`src/bmc_pkg.sv`:
```
// Shared constants for the burst modulation control block.
package bmc_pkg;

  // ****************************************************************
  // Widths
  // ****************************************************************
  localparam int FREQ_W   = 34;   // Carrier frequency in millihertz.
  localparam int COUNT_W  = 16;   // Burst cycle count.
  localparam int RATE_W   = 32;   // Burst repeat rate in millihertz.
  localparam int PHASE_W  = 20;   // Signed start phase in millidegrees.
  localparam int SRC_W    = 3;
  localparam int SHAPE_W  = 3;
  localparam int LINES    = 8;    // Backplane trigger lines 0..7.
  localparam int LINE_W   = 3;
  localparam int ACC_W    = 36;
  localparam int ERR_W    = 16;

  // ****************************************************************
  // Trigger source and shape codes
  // ****************************************************************
  localparam logic [SRC_W-1:0] SRC_NO_WAIT   = 3'h0;  // no_wait_trigger request
  localparam logic [SRC_W-1:0] SRC_INTERNAL  = 3'h1;
  localparam logic [SRC_W-1:0] SRC_BUS       = 3'h2;
  localparam logic [SRC_W-1:0] SRC_EXTERNAL  = 3'h3;
  localparam logic [SRC_W-1:0] SRC_BACKPLANE = 3'h4;

  localparam logic [SHAPE_W-1:0] SHAPE_SINE   = 3'h0;
  localparam logic [SHAPE_W-1:0] SHAPE_SQUARE = 3'h1;
  localparam logic [SHAPE_W-1:0] SHAPE_TRI    = 3'h2;
  localparam logic [SHAPE_W-1:0] SHAPE_RAMP   = 3'h3;
  localparam logic [SHAPE_W-1:0] SHAPE_ARB    = 3'h4;

  // ****************************************************************
  // Frequency, count, rate and phase limits
  // ****************************************************************
  localparam logic [FREQ_W-1:0] FREQ_MIN_MHZ     = 34'hA;           // 10 mHz
  localparam logic [FREQ_W-1:0] FREQ_MAX_MHZ     = 34'h1_2A05_F200; // 5 MHz
  localparam logic [FREQ_W-1:0] FREQ_MAX_TRI_MHZ = 34'h5F5_E100;    // 100 kHz
  localparam logic [FREQ_W-1:0] FREQ_BAND_MHZ    = 34'h3B9A_CA00;   // 1 MHz
  localparam logic [FREQ_W-1:0] FREQ_LOWBAND_MHZ = 34'h1_86A0;      // 100 Hz
  localparam logic [FREQ_W-1:0] FREQ_DEFAULT_MHZ = 34'hF_4240;      // 1 kHz
  localparam int                MIN_COUNT_TOP    = 5;

  localparam logic [COUNT_W-1:0] COUNT_MIN     = 16'h1;
  localparam logic [COUNT_W-1:0] COUNT_MAX     = 16'hC350;          // 50000
  localparam logic [COUNT_W-1:0] COUNT_DEFAULT = 16'h1;

  localparam logic [RATE_W-1:0] RATE_MIN_MHZ     = 32'hA;           // 10 mHz
  localparam logic [RATE_W-1:0] RATE_MAX_MHZ     = 32'h2FA_F080;    // 50 kHz
  localparam logic [RATE_W-1:0] RATE_DEFAULT_MHZ = 32'h1_86A0;      // 100 Hz

  localparam logic signed [PHASE_W-1:0] PHASE_MAX     = 20'sh5_7E40; // 360.000 deg
  localparam logic signed [PHASE_W-1:0] PHASE_DEFAULT = 20'sh0;

  // Longest slow burst is 500 s, so frequency in mHz must be at least
  // count times (1000 / 500).
  localparam int LONG_BURST_S      = 32'h1F4;
  localparam int MHZ_PER_HZ        = 32'h3E8;
  localparam int MIN_MHZ_PER_CYCLE = MHZ_PER_HZ / LONG_BURST_S;

  localparam logic signed [ERR_W-1:0] ERR_SETTINGS_CONFLICT = 16'shFF23; // -221

  // ****************************************************************
  // Clock
  // ****************************************************************
  localparam int CLK_HZ = 32'h017D_7840;  // 25 MHz
  localparam logic [ACC_W-1:0] TIMER_WRAP_MHZ = ACC_W'(CLK_HZ) * ACC_W'(MHZ_PER_HZ);

  typedef enum logic [1:0] {
    BMC_IDLE = 2'b01,
    BMC_RUN  = 2'b10
  } bmc_state_t;

endpackage : bmc_pkg

```
`src/bmc_burst_ctrl.sv`:
```
// Burst sequencing: counted and gated bursts, trigger selection, limits, marker.
//
// Operation
// - Gated burst starts on high, stops on low.
// - Source setting picks counted or gated mode.
// - Counted mode maps no-wait trigger to connector.
// - Internal timer default; interval from burst rate.
// - Bus trigger: group execute or common command.
// - Any of eight backplane lines selectable.
// - Gated: waveform while gate true, else offset.
// - Gated mode maps bus/no-wait/internal to connector.
// - Each trigger emits exactly programmed cycle count.
// - Carrier 10 mHz to 5 MHz; tri/ramp 100 kHz.
// - Minimum count rises per megahertz band to five.
// - Too-high carrier clamped down, conflict error logged.
// - Slow carrier: count over frequency at most 500s.
// - Counted marker low during burst, high after.
// - Gated marker follows waveform above offset.
// - Count 1 to 50000, or infinite; default one.
// - Disallowed count replaced by largest allowed count.
// - Edge triggers start one burst per rising edge.
// - Gated mode ignores count, rate and phase.
// - Rate 10 mHz to 50 kHz, default 100 Hz.
// - Too-fast rate stretched internally; programmed rate reads back.
// - Phase -360 to +360 degrees, held in millidegrees, default zero.
`timescale 1ns/1ps
module bmc_burst_ctrl (
  // Clock and reset
  input  wire logic                               sys_clk,
  input  wire logic                               rst_n,
  // Mode and source configuration
  input  wire logic                               burst_enable_switch,
  input  wire logic                               burst_source_select,
  input  wire logic [bmc_pkg::SRC_W-1:0]          trigger_source_select,
  input  wire logic [bmc_pkg::LINE_W-1:0]         backplane_line_select,
  input  wire logic [bmc_pkg::SHAPE_W-1:0]        carrier_shape,
  // Parameter writes
  input  wire logic                               carrier_freq_wr,
  input  wire logic [bmc_pkg::FREQ_W-1:0]         carrier_freq_req,
  input  wire logic                               cycle_count_wr,
  input  wire logic [bmc_pkg::COUNT_W-1:0]        cycle_count_req,
  input  wire logic                               cycle_count_infinite_req,
  input  wire logic                               repeat_rate_wr,
  input  wire logic [bmc_pkg::RATE_W-1:0]         repeat_rate_req,
  input  wire logic                               start_phase_wr,
  input  wire logic signed [bmc_pkg::PHASE_W-1:0] start_phase_req,
  // Bus trigger events
  input  wire logic                               group_execute_trig,
  input  wire logic                               common_trigger_command,
  // Trigger pins
  input  wire logic                               ext_trigger_pin,
  input  wire logic [bmc_pkg::LINES-1:0]          backplane_trigger_line_n,
  // Waveform synthesizer status
  input  wire logic                               carrier_cycle_done,
  input  wire logic                               wave_above_offset,
  // Waveform synthesizer control
  output logic                                    waveform_run,
  output logic                                    hold_at_offset,
  output logic                                    phase_load,
  output logic signed [bmc_pkg::PHASE_W-1:0]      start_phase,
  output logic                                    marker_out,
  // Readback
  output logic [bmc_pkg::FREQ_W-1:0]              carrier_freq,
  output logic [bmc_pkg::COUNT_W-1:0]             burst_cycle_count,
  output logic                                    cycle_count_infinite,
  output logic [bmc_pkg::RATE_W-1:0]              burst_repeat_rate,
  output logic signed [bmc_pkg::PHASE_W-1:0]      burst_start_phase,
  output logic [bmc_pkg::SRC_W-1:0]               effective_trigger_source,
  output logic                                    burst_busy,
  // Error report
  output logic                                    settings_conflict,
  output logic signed [bmc_pkg::ERR_W-1:0]        conflict_code
);
  import bmc_pkg::*;

  // ****************************************************************
  // Helper functions
  // ****************************************************************

  function automatic logic is_slow_shape(input logic [SHAPE_W-1:0] shape);
    is_slow_shape = (shape == SHAPE_TRI) || (shape == SHAPE_RAMP);
  endfunction : is_slow_shape

  // Smallest burst count a fast carrier allows.
  function automatic logic [COUNT_W-1:0] min_count_for(input logic [FREQ_W-1:0]  freq,
                                                       input logic [SHAPE_W-1:0] shape);
    logic [COUNT_W-1:0] m;
    m = COUNT_MIN;
    if (!is_slow_shape(shape)) begin
      for (int i = 1; i < MIN_COUNT_TOP; i++) begin
        if (freq > FREQ_W'(FREQ_W'(i) * FREQ_BAND_MHZ)) begin
          m = COUNT_W'(i + 1);
        end
      end
    end
    min_count_for = m;
  endfunction : min_count_for

  // Highest carrier the shape and present count allow.
  function automatic logic [FREQ_W-1:0] max_freq_for(input logic [COUNT_W-1:0] count,
                                                     input logic               infinite,
                                                     input logic [SHAPE_W-1:0] shape);
    logic [FREQ_W-1:0] f;
    if (is_slow_shape(shape)) begin
      f = FREQ_MAX_TRI_MHZ;
    end else if (infinite || count >= COUNT_W'(MIN_COUNT_TOP)) begin
      f = FREQ_MAX_MHZ;
    end else begin
      f = FREQ_W'(FREQ_W'(count) * FREQ_BAND_MHZ);
    end
    max_freq_for = f;
  endfunction : max_freq_for

  // Mode-dependent substitution of unsupported trigger sources.
  function automatic logic [SRC_W-1:0] map_source(input logic [SRC_W-1:0] req,
                                                  input logic             gated);
    logic [SRC_W-1:0] s;
    if (gated) begin
      s = (req == SRC_BACKPLANE) ? SRC_BACKPLANE : SRC_EXTERNAL;
    end else begin
      case (req)
        SRC_INTERNAL, SRC_BUS, SRC_BACKPLANE, SRC_EXTERNAL: s = req;
        default:                                            s = SRC_EXTERNAL;
      endcase
    end
    map_source = s;
  endfunction : map_source

  // ****************************************************************
  // Pin synchronisers
  // ****************************************************************
  logic [LINES:0] pin_meta_reg;
  logic [LINES:0] pin_sync_reg;

  always_ff @(posedge sys_clk) begin
    if (!rst_n) begin
      pin_meta_reg <= '0;
      pin_sync_reg <= '0;
    end else begin
      pin_meta_reg <= {ext_trigger_pin, ~backplane_trigger_line_n};
      pin_sync_reg <= pin_meta_reg;
    end
  end

  // ****************************************************************
  // Trigger source selection
  // ****************************************************************
  logic             gated_mode;
  logic [SRC_W-1:0] src_eff;
  logic             sel_level;
  logic             sel_level_prev_reg;
  logic             sel_rise;

  assign gated_mode = burst_source_select;
  assign src_eff    = map_source(trigger_source_select, gated_mode);

  // Backplane lines are active low; the synchroniser stores them as "true".
  always_comb begin
    case (src_eff)
      SRC_BACKPLANE: sel_level = pin_sync_reg[backplane_line_select];
      default:       sel_level = pin_sync_reg[LINES];
    endcase
  end

  always_ff @(posedge sys_clk) begin
    if (!rst_n) begin
      sel_level_prev_reg <= 1'b0;
    end else begin
      sel_level_prev_reg <= sel_level;
    end
  end

  assign sel_rise = sel_level & ~sel_level_prev_reg;

  always_ff @(posedge sys_clk) begin
    if (!rst_n) begin
      effective_trigger_source <= SRC_INTERNAL;
    end else begin
      effective_trigger_source <= src_eff;
    end
  end

  // ****************************************************************
  // Parameter store and conflict checks
  // ****************************************************************
  logic [FREQ_W-1:0]  freq_clip;
  logic [FREQ_W-1:0]  freq_next;
  logic [FREQ_W-1:0]  freq_low_floor;
  logic               freq_conflict;
  logic [COUNT_W-1:0] count_clip;
  logic [COUNT_W-1:0] count_next;
  logic [COUNT_W-1:0] count_ceiling;

  always_comb begin
    freq_clip = carrier_freq_req;
    if (freq_clip < FREQ_MIN_MHZ) begin
      freq_clip = FREQ_MIN_MHZ;
    end
    freq_next      = freq_clip;
    freq_conflict  = 1'b0;
    freq_low_floor = FREQ_W'(FREQ_W'(burst_cycle_count) * FREQ_W'(MIN_MHZ_PER_CYCLE));
    if (freq_clip > max_freq_for(burst_cycle_count, cycle_count_infinite, carrier_shape)) begin
      freq_next     = max_freq_for(burst_cycle_count, cycle_count_infinite, carrier_shape);
      freq_conflict = 1'b1;
    end else if (!cycle_count_infinite && freq_clip <= FREQ_LOWBAND_MHZ &&
                 freq_clip < freq_low_floor) begin
      // Above the low band no duration limit applies, so the floor is either
      // the exact bound or the first value past the band.
      freq_next     = (freq_low_floor <= FREQ_LOWBAND_MHZ) ? freq_low_floor
                                                           : FREQ_LOWBAND_MHZ + FREQ_W'(1);
      freq_conflict = 1'b1;
    end
  end

  always_comb begin
    count_clip = cycle_count_req;
    if (count_clip < COUNT_MIN) begin
      count_clip = COUNT_MIN;
    end else if (count_clip > COUNT_MAX) begin
      count_clip = COUNT_MAX;
    end
    if (carrier_freq <= FREQ_LOWBAND_MHZ) begin
      count_ceiling = COUNT_W'(carrier_freq >> 1);
      if (count_ceiling < COUNT_MIN) begin
        count_ceiling = COUNT_MIN;
      end
    end else begin
      count_ceiling = COUNT_MAX;
    end
    count_next = count_clip;
    if (count_clip > count_ceiling ||
        count_clip < min_count_for(carrier_freq, carrier_shape)) begin
      count_next = count_ceiling;
    end
  end

  always_ff @(posedge sys_clk) begin
    if (!rst_n) begin
      carrier_freq <= FREQ_DEFAULT_MHZ;
    end else if (carrier_freq_wr) begin
      carrier_freq <= freq_next;
    end
  end

  always_ff @(posedge sys_clk) begin
    if (!rst_n) begin
      burst_cycle_count    <= COUNT_DEFAULT;
      cycle_count_infinite <= 1'b0;
    end else if (cycle_count_wr) begin
      cycle_count_infinite <= cycle_count_infinite_req;
      if (!cycle_count_infinite_req) begin
        burst_cycle_count <= count_next;
      end
    end
  end

  // The programmed rate is kept as written; stretching happens in the trigger path.
  always_ff @(posedge sys_clk) begin
    if (!rst_n) begin
      burst_repeat_rate <= RATE_DEFAULT_MHZ;
    end else if (repeat_rate_wr) begin
      if (repeat_rate_req < RATE_MIN_MHZ) begin
        burst_repeat_rate <= RATE_MIN_MHZ;
      end else if (repeat_rate_req > RATE_MAX_MHZ) begin
        burst_repeat_rate <= RATE_MAX_MHZ;
      end else begin
        burst_repeat_rate <= repeat_rate_req;
      end
    end
  end

  always_ff @(posedge sys_clk) begin
    if (!rst_n) begin
      burst_start_phase <= PHASE_DEFAULT;
    end else if (start_phase_wr) begin
      if (start_phase_req > PHASE_MAX) begin
        burst_start_phase <= PHASE_MAX;
      end else if (start_phase_req < -PHASE_MAX) begin
        burst_start_phase <= -PHASE_MAX;
      end else begin
        burst_start_phase <= start_phase_req;
      end
    end
  end

  always_ff @(posedge sys_clk) begin
    if (!rst_n) begin
      settings_conflict <= 1'b0;
      conflict_code     <= '0;
    end else begin
      settings_conflict <= carrier_freq_wr & freq_conflict;
      if (carrier_freq_wr && freq_conflict) begin
        conflict_code <= ERR_SETTINGS_CONFLICT;
      end
    end
  end

  // ****************************************************************
  // Internal trigger timer
  // ****************************************************************
  logic counted_on;
  logic timer_tick;
  logic timer_pending_reg;
  logic trigger_event;
  logic burst_start;

  assign counted_on = burst_enable_switch & ~gated_mode;

  bmc_rate_timer u_rate_timer (
    .sys_clk  (sys_clk),
    .rst_n    (rst_n),
    .run      (counted_on && src_eff == SRC_INTERNAL),
    .rate_mhz (burst_repeat_rate),
    .tick     (timer_tick)
  );

  // A tick that lands while a burst is still running stays pending, so a too-fast
  // rate stretches the interval instead of dropping bursts. Set wins over clear.
  always_ff @(posedge sys_clk) begin
    if (!rst_n || !counted_on || src_eff != SRC_INTERNAL) begin
      timer_pending_reg <= 1'b0;
    end else begin
      timer_pending_reg <= timer_tick | (timer_pending_reg & ~burst_start);
    end
  end

  always_comb begin
    case (src_eff)
      SRC_INTERNAL: trigger_event = timer_pending_reg;
      SRC_BUS:      trigger_event = group_execute_trig | common_trigger_command;
      default:      trigger_event = sel_rise;
    endcase
  end

  // ****************************************************************
  // Counted burst sequencer
  // ****************************************************************
  bmc_state_t         state_reg;
  logic [COUNT_W-1:0] remaining_reg;
  logic               last_cycle;

  assign burst_start = counted_on && state_reg == BMC_IDLE && trigger_event;
  assign last_cycle  = carrier_cycle_done && !cycle_count_infinite &&
                       remaining_reg == COUNT_MIN;
  assign burst_busy  = (state_reg == BMC_RUN);

  always_ff @(posedge sys_clk) begin
    if (!rst_n) begin
      state_reg <= BMC_IDLE;
    end else begin
      case (state_reg)
        BMC_IDLE: begin
          if (burst_start) begin
            state_reg <= BMC_RUN;
          end
        end
        BMC_RUN: begin
          if (!counted_on || last_cycle) begin
            state_reg <= BMC_IDLE;
          end
        end
        default: state_reg <= BMC_IDLE;
      endcase
    end
  end

  always_ff @(posedge sys_clk) begin
    if (!rst_n) begin
      remaining_reg <= COUNT_DEFAULT;
    end else if (burst_start) begin
      remaining_reg <= burst_cycle_count;
    end else if (state_reg == BMC_RUN && carrier_cycle_done && !cycle_count_infinite) begin
      remaining_reg <= remaining_reg - COUNT_MIN;
    end
  end

  // Phase is handed over only at a counted start; gated bursts never load it.
  always_ff @(posedge sys_clk) begin
    if (!rst_n) begin
      phase_load  <= 1'b0;
      start_phase <= PHASE_DEFAULT;
    end else begin
      phase_load <= burst_start;
      if (burst_start) begin
        start_phase <= burst_start_phase;
      end
    end
  end

  // ****************************************************************
  // Output gating and marker
  // ****************************************************************
  logic run_next;

  always_comb begin
    if (!burst_enable_switch) begin
      run_next = 1'b0;
    end else if (gated_mode) begin
      run_next = sel_level;
    end else begin
      run_next = burst_start || (state_reg == BMC_RUN && !last_cycle);
    end
  end

  always_ff @(posedge sys_clk) begin
    if (!rst_n) begin
      waveform_run <= 1'b0;
    end else begin
      waveform_run <= run_next;
    end
  end

  assign hold_at_offset = ~waveform_run;

  always_ff @(posedge sys_clk) begin
    if (!rst_n) begin
      marker_out <= 1'b1;
    end else if (gated_mode) begin
      marker_out <= waveform_run & wave_above_offset;
    end else begin
      marker_out <= ~run_next;
    end
  end

endmodule : bmc_burst_ctrl

```
`src/bmc_rate_timer.sv`:
```
// Internal trigger timer: fractional accumulator producing burst-rate ticks.
`timescale 1ns/1ps
module bmc_rate_timer (
  // Clock and reset
  input  wire logic                       sys_clk,
  input  wire logic                       rst_n,
  // Control
  input  wire logic                       run,
  input  wire logic [bmc_pkg::RATE_W-1:0] rate_mhz,
  // Event
  output logic                            tick
);
  import bmc_pkg::*;

  logic [ACC_W-1:0] acc_reg;
  logic [ACC_W-1:0] sum;

  // The accumulator gains the rate each cycle and wraps at the clock rate in
  // millihertz, so tick spacing averages exactly one rate period without a divider.
  assign sum = acc_reg + ACC_W'(rate_mhz);

  always_ff @(posedge sys_clk) begin
    if (!rst_n || !run) begin
      acc_reg <= '0;
      tick    <= 1'b0;
    end else if (sum >= TIMER_WRAP_MHZ) begin
      acc_reg <= sum - TIMER_WRAP_MHZ;
      tick    <= 1'b1;
    end else begin
      acc_reg <= sum;
      tick    <= 1'b0;
    end
  end

endmodule : bmc_rate_timer

```
`config.mk`:
```
export PLATFORM = sky130hd
export DESIGN_NAME = bmc_burst_ctrl
export DESIGN_NICKNAME = d
export VERILOG_FILES = /design/src/bmc_pkg.sv /design/src/bmc_burst_ctrl.sv /design/src/bmc_rate_timer.sv
export SDC_FILE = /design/constraint.sdc
export NUM_CORES = 1
export LEC_CHECK = 0
export BUFFER_PORTS_ARGS = -buffer_cell sky130_fd_sc_hd__buf_2
export CAP_MARGIN = 40
export CORE_ASPECT_RATIO = 0.75
export CORE_MARGIN = 2
export CORE_UTILIZATION = 50
export CTS_CLUSTER_SIZE = 30
export DETAILED_ROUTE_END_ITERATION = 8
export GPL_ROUTABILITY_DRIVEN = 1
export GPL_TIMING_DRIVEN = 0
export MAX_ROUTING_LAYER = met4
export PLACE_DENSITY_LB_ADDON = 0.05
export SYNTH_ARGS = -nofsm -noshare
export SYNTH_HDL_FRONTEND = slang
export SYNTH_SLANG_ARGS = --single-unit
```
`constraint.sdc`:
```
create_clock -name sys_clk -period 9 [get_ports sys_clk]
set_input_delay 1.8 -clock sys_clk [delete_from_list [all_inputs] [get_ports sys_clk]]
set_output_delay 1.8 -clock sys_clk [all_outputs]
set_load 0.02 [all_outputs]
```
=== After elaboration in Yosys (flattened, before gate mapping) ===
Cells that the tools add are included.
Widths: inputs -> output; s select.

* Memory bits (read-only): 0
* RAM bits: 0
* Register bits after elaboration: 206
* Bits in latches: 0
* Memories: 0
* Output and inout port bits: 148

* Magnitude comparators: 22
* Mux-type cells: 39
* Equal/unequal tests: 15
* Multipliers: 1
* Reductions and logical operators: 28
* Shift operators: 0
* Div/mod/pow operators: 0
* Add/sub/neg operators: 3
* Bitwise logic cells: 14

{| class="wikitable"
|+ Operators with widths
! operator !! count
|-
| $mux 16 || 11
|-
| $mux 34 || 5
|-
| $gt 34x32->1 const B || 2
|-
| $le 34x17->1 const B || 2
|-
| $mux 32 || 2
|-
| $mux 20 || 2
|-
| $add 36x32->36 || 1
|-
| $ge 36x35->1 const B || 1
|-
| $mux 36 || 1
|-
| $sub 36x35->36 const B || 1
|-
| $gt 34x30->1 const B || 1
|-
| $gt 34x31->1 const B || 1
|-
| $gt 34x34->1 || 1
|-
| $lt 34x17->1 || 1
|-
| $lt 34x4->1 const B || 1
|-
| $gt 32x26->1 const B || 1
|-
| $lt 16x1->1 const B || 2
|-
| $lt 32x4->1 const B || 1
|-
| $mul 16x21->25 const B || 1
|-
| $gt 20x20->1 const B || 1
|-
| $lt 20x20->1 const B || 1
|-
| $le 17x17->1 const B || 1
|-
| $mux 17 || 1
|-
| $eq 16x1->1 const B || 1
|-
| 30 further kinds || 79
|}

=== Logic depth before layout (Yosys ltp) ===
Gate-level depths: netlist of the first run.

* Word-level depth: 14
* Gate-level depth with buffers: 35
* Gate-level depth less buffers: 33

=== Hierarchy ===
A second synthesis of the first run with hierarchy kept.

* Cell total of the unflattened synthesis: 2,261
* Area total of the unflattened synthesis: 18,405.2 um2

{| class="wikitable"
|+ By module, submodules not included
! module !! seq. area each (um2) !! cells each !! area each (um2) !! times used
|-
| bmc_burst_ctrl || 3,383.2 || 1,743 || 14,502.7 || 1
|-
| bmc_rate_timer || 740.7 || 518 || 3,902.5 || 1
|}

=== Least setup slack after synthesis of the first run ===
OpenSTA, ideal clock, no wires.

* Kind: register to register
* Start point: register burst_cycle_count[5] (netlist name)
* End point: register carrier_freq[20] (netlist name)
* Stages on the path, launching flop included: 33
* Setup time: 0.086 ns
* Buffers on the path: 1
* Path slack: 0.762 ns
* Data arrival time: 8.153 ns
* Period minus slack after synthesis: 8.238 ns
* Path through: dfxtp_1 > inv_1 > ha_1 > inv_1 > fa_1 > fa_1 > inv_1 > fa_1 > fa_1 > inv_1 > fa_1 > inv_1 > ha_1 > or3_1 > or3_1 > a2111oi_0 > nor2_1 > a211oi_1 > o2111ai_1 > a21oi_1 > xnor2_1 > nand2_1 > ha_1 > a21oi_1 > o21ai_0 > nand3_1 > nand2_1 > o22a_1 > o21ai_1 > and2_1 > clkbuf_1 > a21oi_1 > a211oi_1

* Cells in the longest elaborated chain, start to end: 6

{| class="wikitable"
|+ RTL lines
! element !! line !! RTL
|-
| start, declared || bmc_burst_ctrl.sv:64 || <nowiki>output logic [bmc_pkg::COUNT_W-1:0] burst_cycle_count,</nowiki>
|-
| start signal, assigned || bmc_burst_ctrl.sv:252 || <nowiki>burst_cycle_count <= count_next;</nowiki>
|-
| branches (longest 5 deep; another with $gt 34x34->1) || -- ||
|-
| $mux 34 (*) || bmc_burst_ctrl.sv:202 || <nowiki>if (freq_clip > max_freq_for(burst_cycle_count, cycle_count_infinite, carrier_shape)) begin</nowiki>
|-
| end signal, assigned || bmc_burst_ctrl.sv:241 || <nowiki>carrier_freq <= freq_next;</nowiki>
|-
| end, declared || bmc_burst_ctrl.sv:63 || <nowiki>output logic [bmc_pkg::FREQ_W-1:0] carrier_freq,</nowiki>
|}

Every way passes the cells marked *.
A chain may end at the register's enable or synchronous reset.

=== Worst setup path after layout of the first run ===
* Start point: register burst_cycle_count[2] (netlist name)
* End point: register carrier_freq[14] (netlist name)

The elaborated chain is that of the path after synthesis.

==> results of run 1 <==
==> metal layers <==
metal	track usage, %	part of all wire, %	up-vias
met4	5.903	1.5	0
met1	55.51	49	8760
met5	-	0	-
met2	45.70	38	920
li1	-	-	8628
met3	10.18	12	77
==> layout make-up <==
class / instances / area [µm²]
multi-input combinational: 1713 / 12770
tap: 465 / 581.8
clock buffer: 28 / 593.1
timing repair buffer: 296 / 1560
buffer: 129 / 560.5
inverter: 220 / 833.3
sequential: 206 / 4153
fill: 3400 / 14660
antenna: 2 / 5.005
clock inverter: 10 / 167.7
==> metrics by stage <==
step | std cells | cell area, µm² | total power, µW | setup slack, ns
floorplan | 2268 | 18240 | 2516 | 0.7618
global placement | 3007 | 20190 | 3230 | -1.262
detailed placement | 3013 | 20250 | 3253 | -1.250
CTS | 3051 | 21040 | 4248 | 0.03604
global route | 3069 | 21230 | 4589 | -0.004899
finish | 3069 | 21230 | 4327 | 0.3134
==> timing repair <==
item                                    CTS  global route
pin swaps                                 0             1
endpoints found under the setup margin   36            36
gates resized for setup                  17            17
hold endpoints to repair                  0             0
setup buffers                             0            16
cloned                                    0             0
==> cells by family after synthesis <==
group                    count (synthesis)  synth area share [%]
adder cells (fa/ha/maj)                296                 24.16
buffers and inverters                  349                 7.567
AO/OA/AOI/OAI                          573                 20.68
multiplexers                            35                 2.080
XOR/XNOR                                56                 2.815
AND/OR/NAND/NOR                        748                 20.05
other                                    1               0.02058
flip-flops                             206                 22.63
==> path summary, 6_finish.rpt <==
path | startpoint | end | slack, ns | depth (start not counted)
max | burst_cycle_count[2] | carrier_freq[14] | 0.31 | 31
min | pin_meta_reg[7] | pin_sync_reg[7] | 0.44 | 1
max reg2reg | burst_cycle_count[2] | carrier_freq[14] | 0.31 | 31
min reg2reg | pin_meta_reg[7] | pin_sync_reg[7] | 0.44 | 1
==> Yosys cell counts, types with 37 or more instances <==
master	n
a21oi_1	192
nor4_1	40
nand2_1	213
fa_1	93
nand4_1	40
nand3_1	53
clkbuf_1	102
inv_1	219
o21ai_0	110
nand2b_1	38
nor2_1	175
dfxtp_1	206
xnor2_1	37
ha_1	203
nor3_1	47
==> power by group through the flow <==
| stage | logic (µW) | registers, µW | clock network (µW) |
|---|---|---|---|
| after floorplan | 1390 | 1130 | 0 |
| after global placement | 2130 | 1100 | 0 |
| after detailed placement | 2150 | 1100 | 0 |
| after CTS | 2180 | 1080 | 982 |
| after global routing | 2470 | 1090 | 1030 |
| final | 2270 | 1090 | 971 |
==> impl_metrics.csv, run 1 <==
group,metric,value,unit
worst_setup_path,crit_fanout,10,
worst_setup_path,setup.worst_path.class,"flop to flop",
routing,ant_nets,0,
floorplan,placementRows,60,
routing,finalWirelength,67730,µm
power,power.switching,1942,µW
synth,yosys-top-cells-area,"dfxtp_1 (23%), ha_1 (14%), fa_1 (10%)",
final_layout,syn_to_final_growth,16.49,%
worst_setup_path,cpPeakStageDelay,0.64,ns
timing,report.final.slew_viol_count,0,
clock_network,clock-sinks,206,
routing,drtIter0Drc,2014,
clock_network,postCtsHoldBufs,0,
power,p_leak,0.009821,µW
synth,synth_edf_count,0,
global_route,antenna_found_initial,2,
floorplan,coreArea,35880,µm²
floorplan,die-height,169.3,µm
power,p_clk_share,22.4,%
clock_network,htreeDepth,1,
routing,firstDrtPassIters,6,
timing,fin_crit,8.687,ns
clock_network,cts_buffers,22,
worst_setup_path,cp.required,9.38,ns
global_route,grt_overflow,0,
timing,max_clock_freq,115.1,MHz
clock_network,clk-insertion-delay-late,0.55,ns
power,peakVddDrop,0.1618,mV
synth,syn-cell-area,18220,µm²
power,power.density,203.8,nW/µm²
synth,synth_warnings,0,
placement,dp_hpwl,55480,µm
worst_setup_path,crit_top_cell,"fa_1",
final_layout,largest_reg_flops,36,
timing,whs,0.4352,ns
timing,tightest_slew,0.8914,ns
timing,report.final.hold_viol_count,0,
synth,synthDistinctLibCells,90,
power,p_int,2385,µW
routing,wl_per_cell,22.07,µm
synth,avgSynthCellArea,8.049,µm²
synth,synth-seq-cells,206,
floorplan,start_util,50.78,%
power,swShare,44.89,%
final_layout,layout_common_cells,"buf_2 (286), inv_1 (217), nand2_1 (213), ha_1 (201), dfxtp_1 (197)",
timing,finalSetupViolCount,0,
clock_network,clockRootBuffer,"clkbuf_16",
timing,relSlewSlack,40.12,%
synth,synthArstFlopShare,0,%
global_route,grt_max_degree,15,
clock_network,cts_tree,"yes",
synth,synth_top_cell_by_area,"dfxtp_1",
clock_network,clkTransAtPathRegs,0.07,ns
timing,fin_crit_sh,96.52,%
worst_setup_path,critPathBufInv,5,
status,status,"finished clean",
power,seqPwrFrac,25.1,%
synth,synth_cells,2264,
worst_setup_path,critPathTopFamily,"adder cells",
routing,viasPerCell,5.991,
global_route,grt_pass1_wl,101300,µm
power,comb_power_share,52.5,%
placement,gp_congestion,1.014,
final_layout,finish.utilization,59.16,%
worst_hold_path,min_path_type,"flop to flop",
worst_setup_path,critPathSlowestCell,"fa_1",
worst_setup_path,worstPathArrival,9.06,ns
final_layout,fin_nets,3017,
floorplan,io_pins,281,
run,drv_cap,0,
worst_setup_path,end_kind,"flop",
floorplan,die_w,224.4,µm
synth,synth_ff_type,"dfxtp_1",
routing,drcViolationCount,0,
global_route,grt_pass1_vias,17010,
synth,yosysSeqAreaShare,22.63,%
floorplan,dieArea,38000,µm²
worst_setup_path,critPathLaunchType,"flop",
timing,finalSetupTns,0,ns
timing,finClkSkew,0.02875,ns
synth,synth_top_area_share,22.63,%
global_route,grt_use_total,35.91,%
routing,num_vias,18390,
final_layout,final_common_cell,"buf_2",
clock_network,cts_buffer_depth,3,
final_layout,layout-drive-gt1-share,16.10,%
placement,portBuffers,274,
No activity file was read; power rests on OpenSTA's default activity.
==> run 2: changes to the inputs <==
Settings changed: PLACE_DENSITY from default to 0.73, PLACE_DENSITY_LB_ADDON 0.05 to default.
==> impl_metrics.csv, run 2 (synthesis results as in run 1) <==
group,metric,value,unit
timing,finClkSkew,0.01123,ns
floorplan,placementRows,60,
final_layout,design_area,21060,µm²
worst_setup_path,critPathTopFamily,"adder cells",
worst_setup_path,critPathLaunchType,"flop",
worst_setup_path,setup.worst_path.class,"flop to flop",
timing,max_clock_freq,115.5,MHz
worst_setup_path,critPathBufInv,4,
placement,dpl_worst_slack,-0.9401,ns
clock_network,postCtsHoldBufs,0,
floorplan,dieArea,38000,µm²
final_layout,num_antenna_cells,0,
placement,dp_cells,3015,
global_route,grt_overflow,0,
timing,report.final.slew_viol_count,0,
clock_network,cts_buffers,21,
worst_setup_path,rr_endpoint,"carrier_freq[14]",
floorplan,die-height,169.3,µm
clock_network,clock-sinks,206,
floorplan,coreArea,35880,µm²
timing,fin_crit,8.657,ns
routing,ant_nets,0,
placement,gp_congestion,1.025,
global_route,grt_pass1_wl,100600,µm
final_layout,syn_to_final_growth,15.59,%
floorplan,io_pins,281,
global_route,grt_use_total,35.06,%
placement,placed_area,20250,µm²
worst_setup_path,r2r_setup_slack,0.34,ns
power,p_leak,0.009774,µW
clock_network,clockRootBuffer,"clkbuf_16",
timing,layout_setup_ws,0.3427,ns
timing,report.final.hold_viol_count,0,
worst_setup_path,cpPeakStageDelay,0.60,ns
worst_setup_path,crit-reg2reg-launch,"burst_cycle_count[3]",
power,peakVddDrop,0.1498,mV
timing,fin_crit_sh,96.19,%
worst_setup_path,r2r_cells,30,
routing,num_vias,18810,
clock_network,cts_tree,"yes",
placement,dp_hpwl,53600,µm
placement,portBuffers,274,
worst_hold_path,min_from,"pin_meta_reg[2]",
worst_setup_path,end_kind,"flop",
worst_hold_path,whs_endpoint,"pin_sync_reg[2]",
routing,drtIter0Drc,2186,
worst_setup_path,crit_top_cell,"fa_1",
clock_network,clk-insertion-delay-late,0.52,ns
worst_setup_path,worstPathArrival,9.03,ns
clock_network,clkTransAtPathRegs,0.07,ns
final_layout,final_common_cell,"buf_2",
worst_hold_path,min_path_type,"flop to flop",
status,status,"finished clean",
global_route,antenna_found_initial,0,
timing,relSlewSlack,41.62,%
routing,drcViolationCount,0,
final_layout,layout_common_cells,"buf_2 (287), inv_1 (218), nand2_1 (213), ha_1 (202), dfxtp_1 (199)",
floorplan,start_util,50.78,%
power,power.density,201.3,nW/µm²
final_layout,fin_nets,3011,
timing,tightest_slew,0.8677,ns
clock_network,htreeDepth,1,
timing,finalSetupTns,0,ns
run,drv_cap,0,
global_route,grt_pass1_vias,17580,
timing,finalSetupViolCount,0,
worst_setup_path,critPathSlowestCell,"fa_1",
final_layout,layout-drive-gt1-share,15.83,%
worst_setup_path,crit_fanout,10,
final_layout,largest_reg_flops,36,
routing,wl_per_cell,21.58,µm
routing,viasPerCell,6.145,
global_route,grt_max_degree,16,
worst_setup_path,cp.required,9.38,ns
routing,finalWirelength,66040,µm
final_layout,fin_cells,3061,
worst_hold_path,hold_depth,1,
routing,firstDrtPassIters,8,
floorplan,die_w,224.4,µm
clock_network,cts_buffer_depth,3,
run 2: cell types whose count changed in the layout (fill, tap and decap cells not counted), moves of 3 or more:
cell / delta
dfxtp_2: +3
dfxtp_4: -5
clkinv_2: +3
buf_4: -7
run 2: final cells by class:
type / count / area (µm²)
sequential: 206 / 4138
clock inverter: 10 / 93.84
clock buffer: 27 / 588.1
inverter: 220 / 829.5
timing repair buffer: 291 / 1500
multi-input combinational: 1713 / 12770
fill: 3314 / 14820
buffer: 129 / 560.5
tap: 465 / 581.8
run 2: power by group:
group / switching [µW] / internal [µW] / total (µW)
registers: 116 / 975 / 1090
clock network: 395 / 495 / 890
logic: 1400 / 862 / 2260
run 2: worst max path at each step:
stage / start / to / slack [ns] / depth (start not counted)
after floorplan: burst_cycle_count[5] / carrier_freq[20] / 0.76 / 32
after global placement: burst_cycle_count[5] / carrier_freq[4] / -0.92 / 30
after detailed placement: burst_cycle_count[5] / carrier_freq[7] / -0.94 / 30
after CTS: burst_cycle_count[8] / carrier_freq[2] / 0.03 / 31
after global routing: burst_cycle_count[3] / carrier_freq[14] / -0.02 / 30
final: burst_cycle_count[3] / carrier_freq[14] / 0.34 / 30
run 2: repair_timing:
action                     in CTS  in global routing
pin swaps                       0                  1
gates resized for setup        10                 14
setup endpoints to repair      36                 36
setup buffers                   0                  8
run 2: metrics by stage:
step	utilization [%]	hold slack, ns	total power (µW)
finish	58.70	0.4298	4239
global route	58.70	0.4520	4493
CTS	58.41	0.4337	4170
detailed placement	56.44	0.4191	3257
global placement	56.27	0.4136	3216
floorplan	-	0.4119	2516
run 2: metal layers:
metal  share of wire, %  vias up  global-route usage [%]
met5                  0        -                       -
met4                2.3        0                   8.033
met3                 12      103                   7.600
met2                 39     1180                   47.60
met1                 46     8903                   52.43
li1                   -     8623                       -
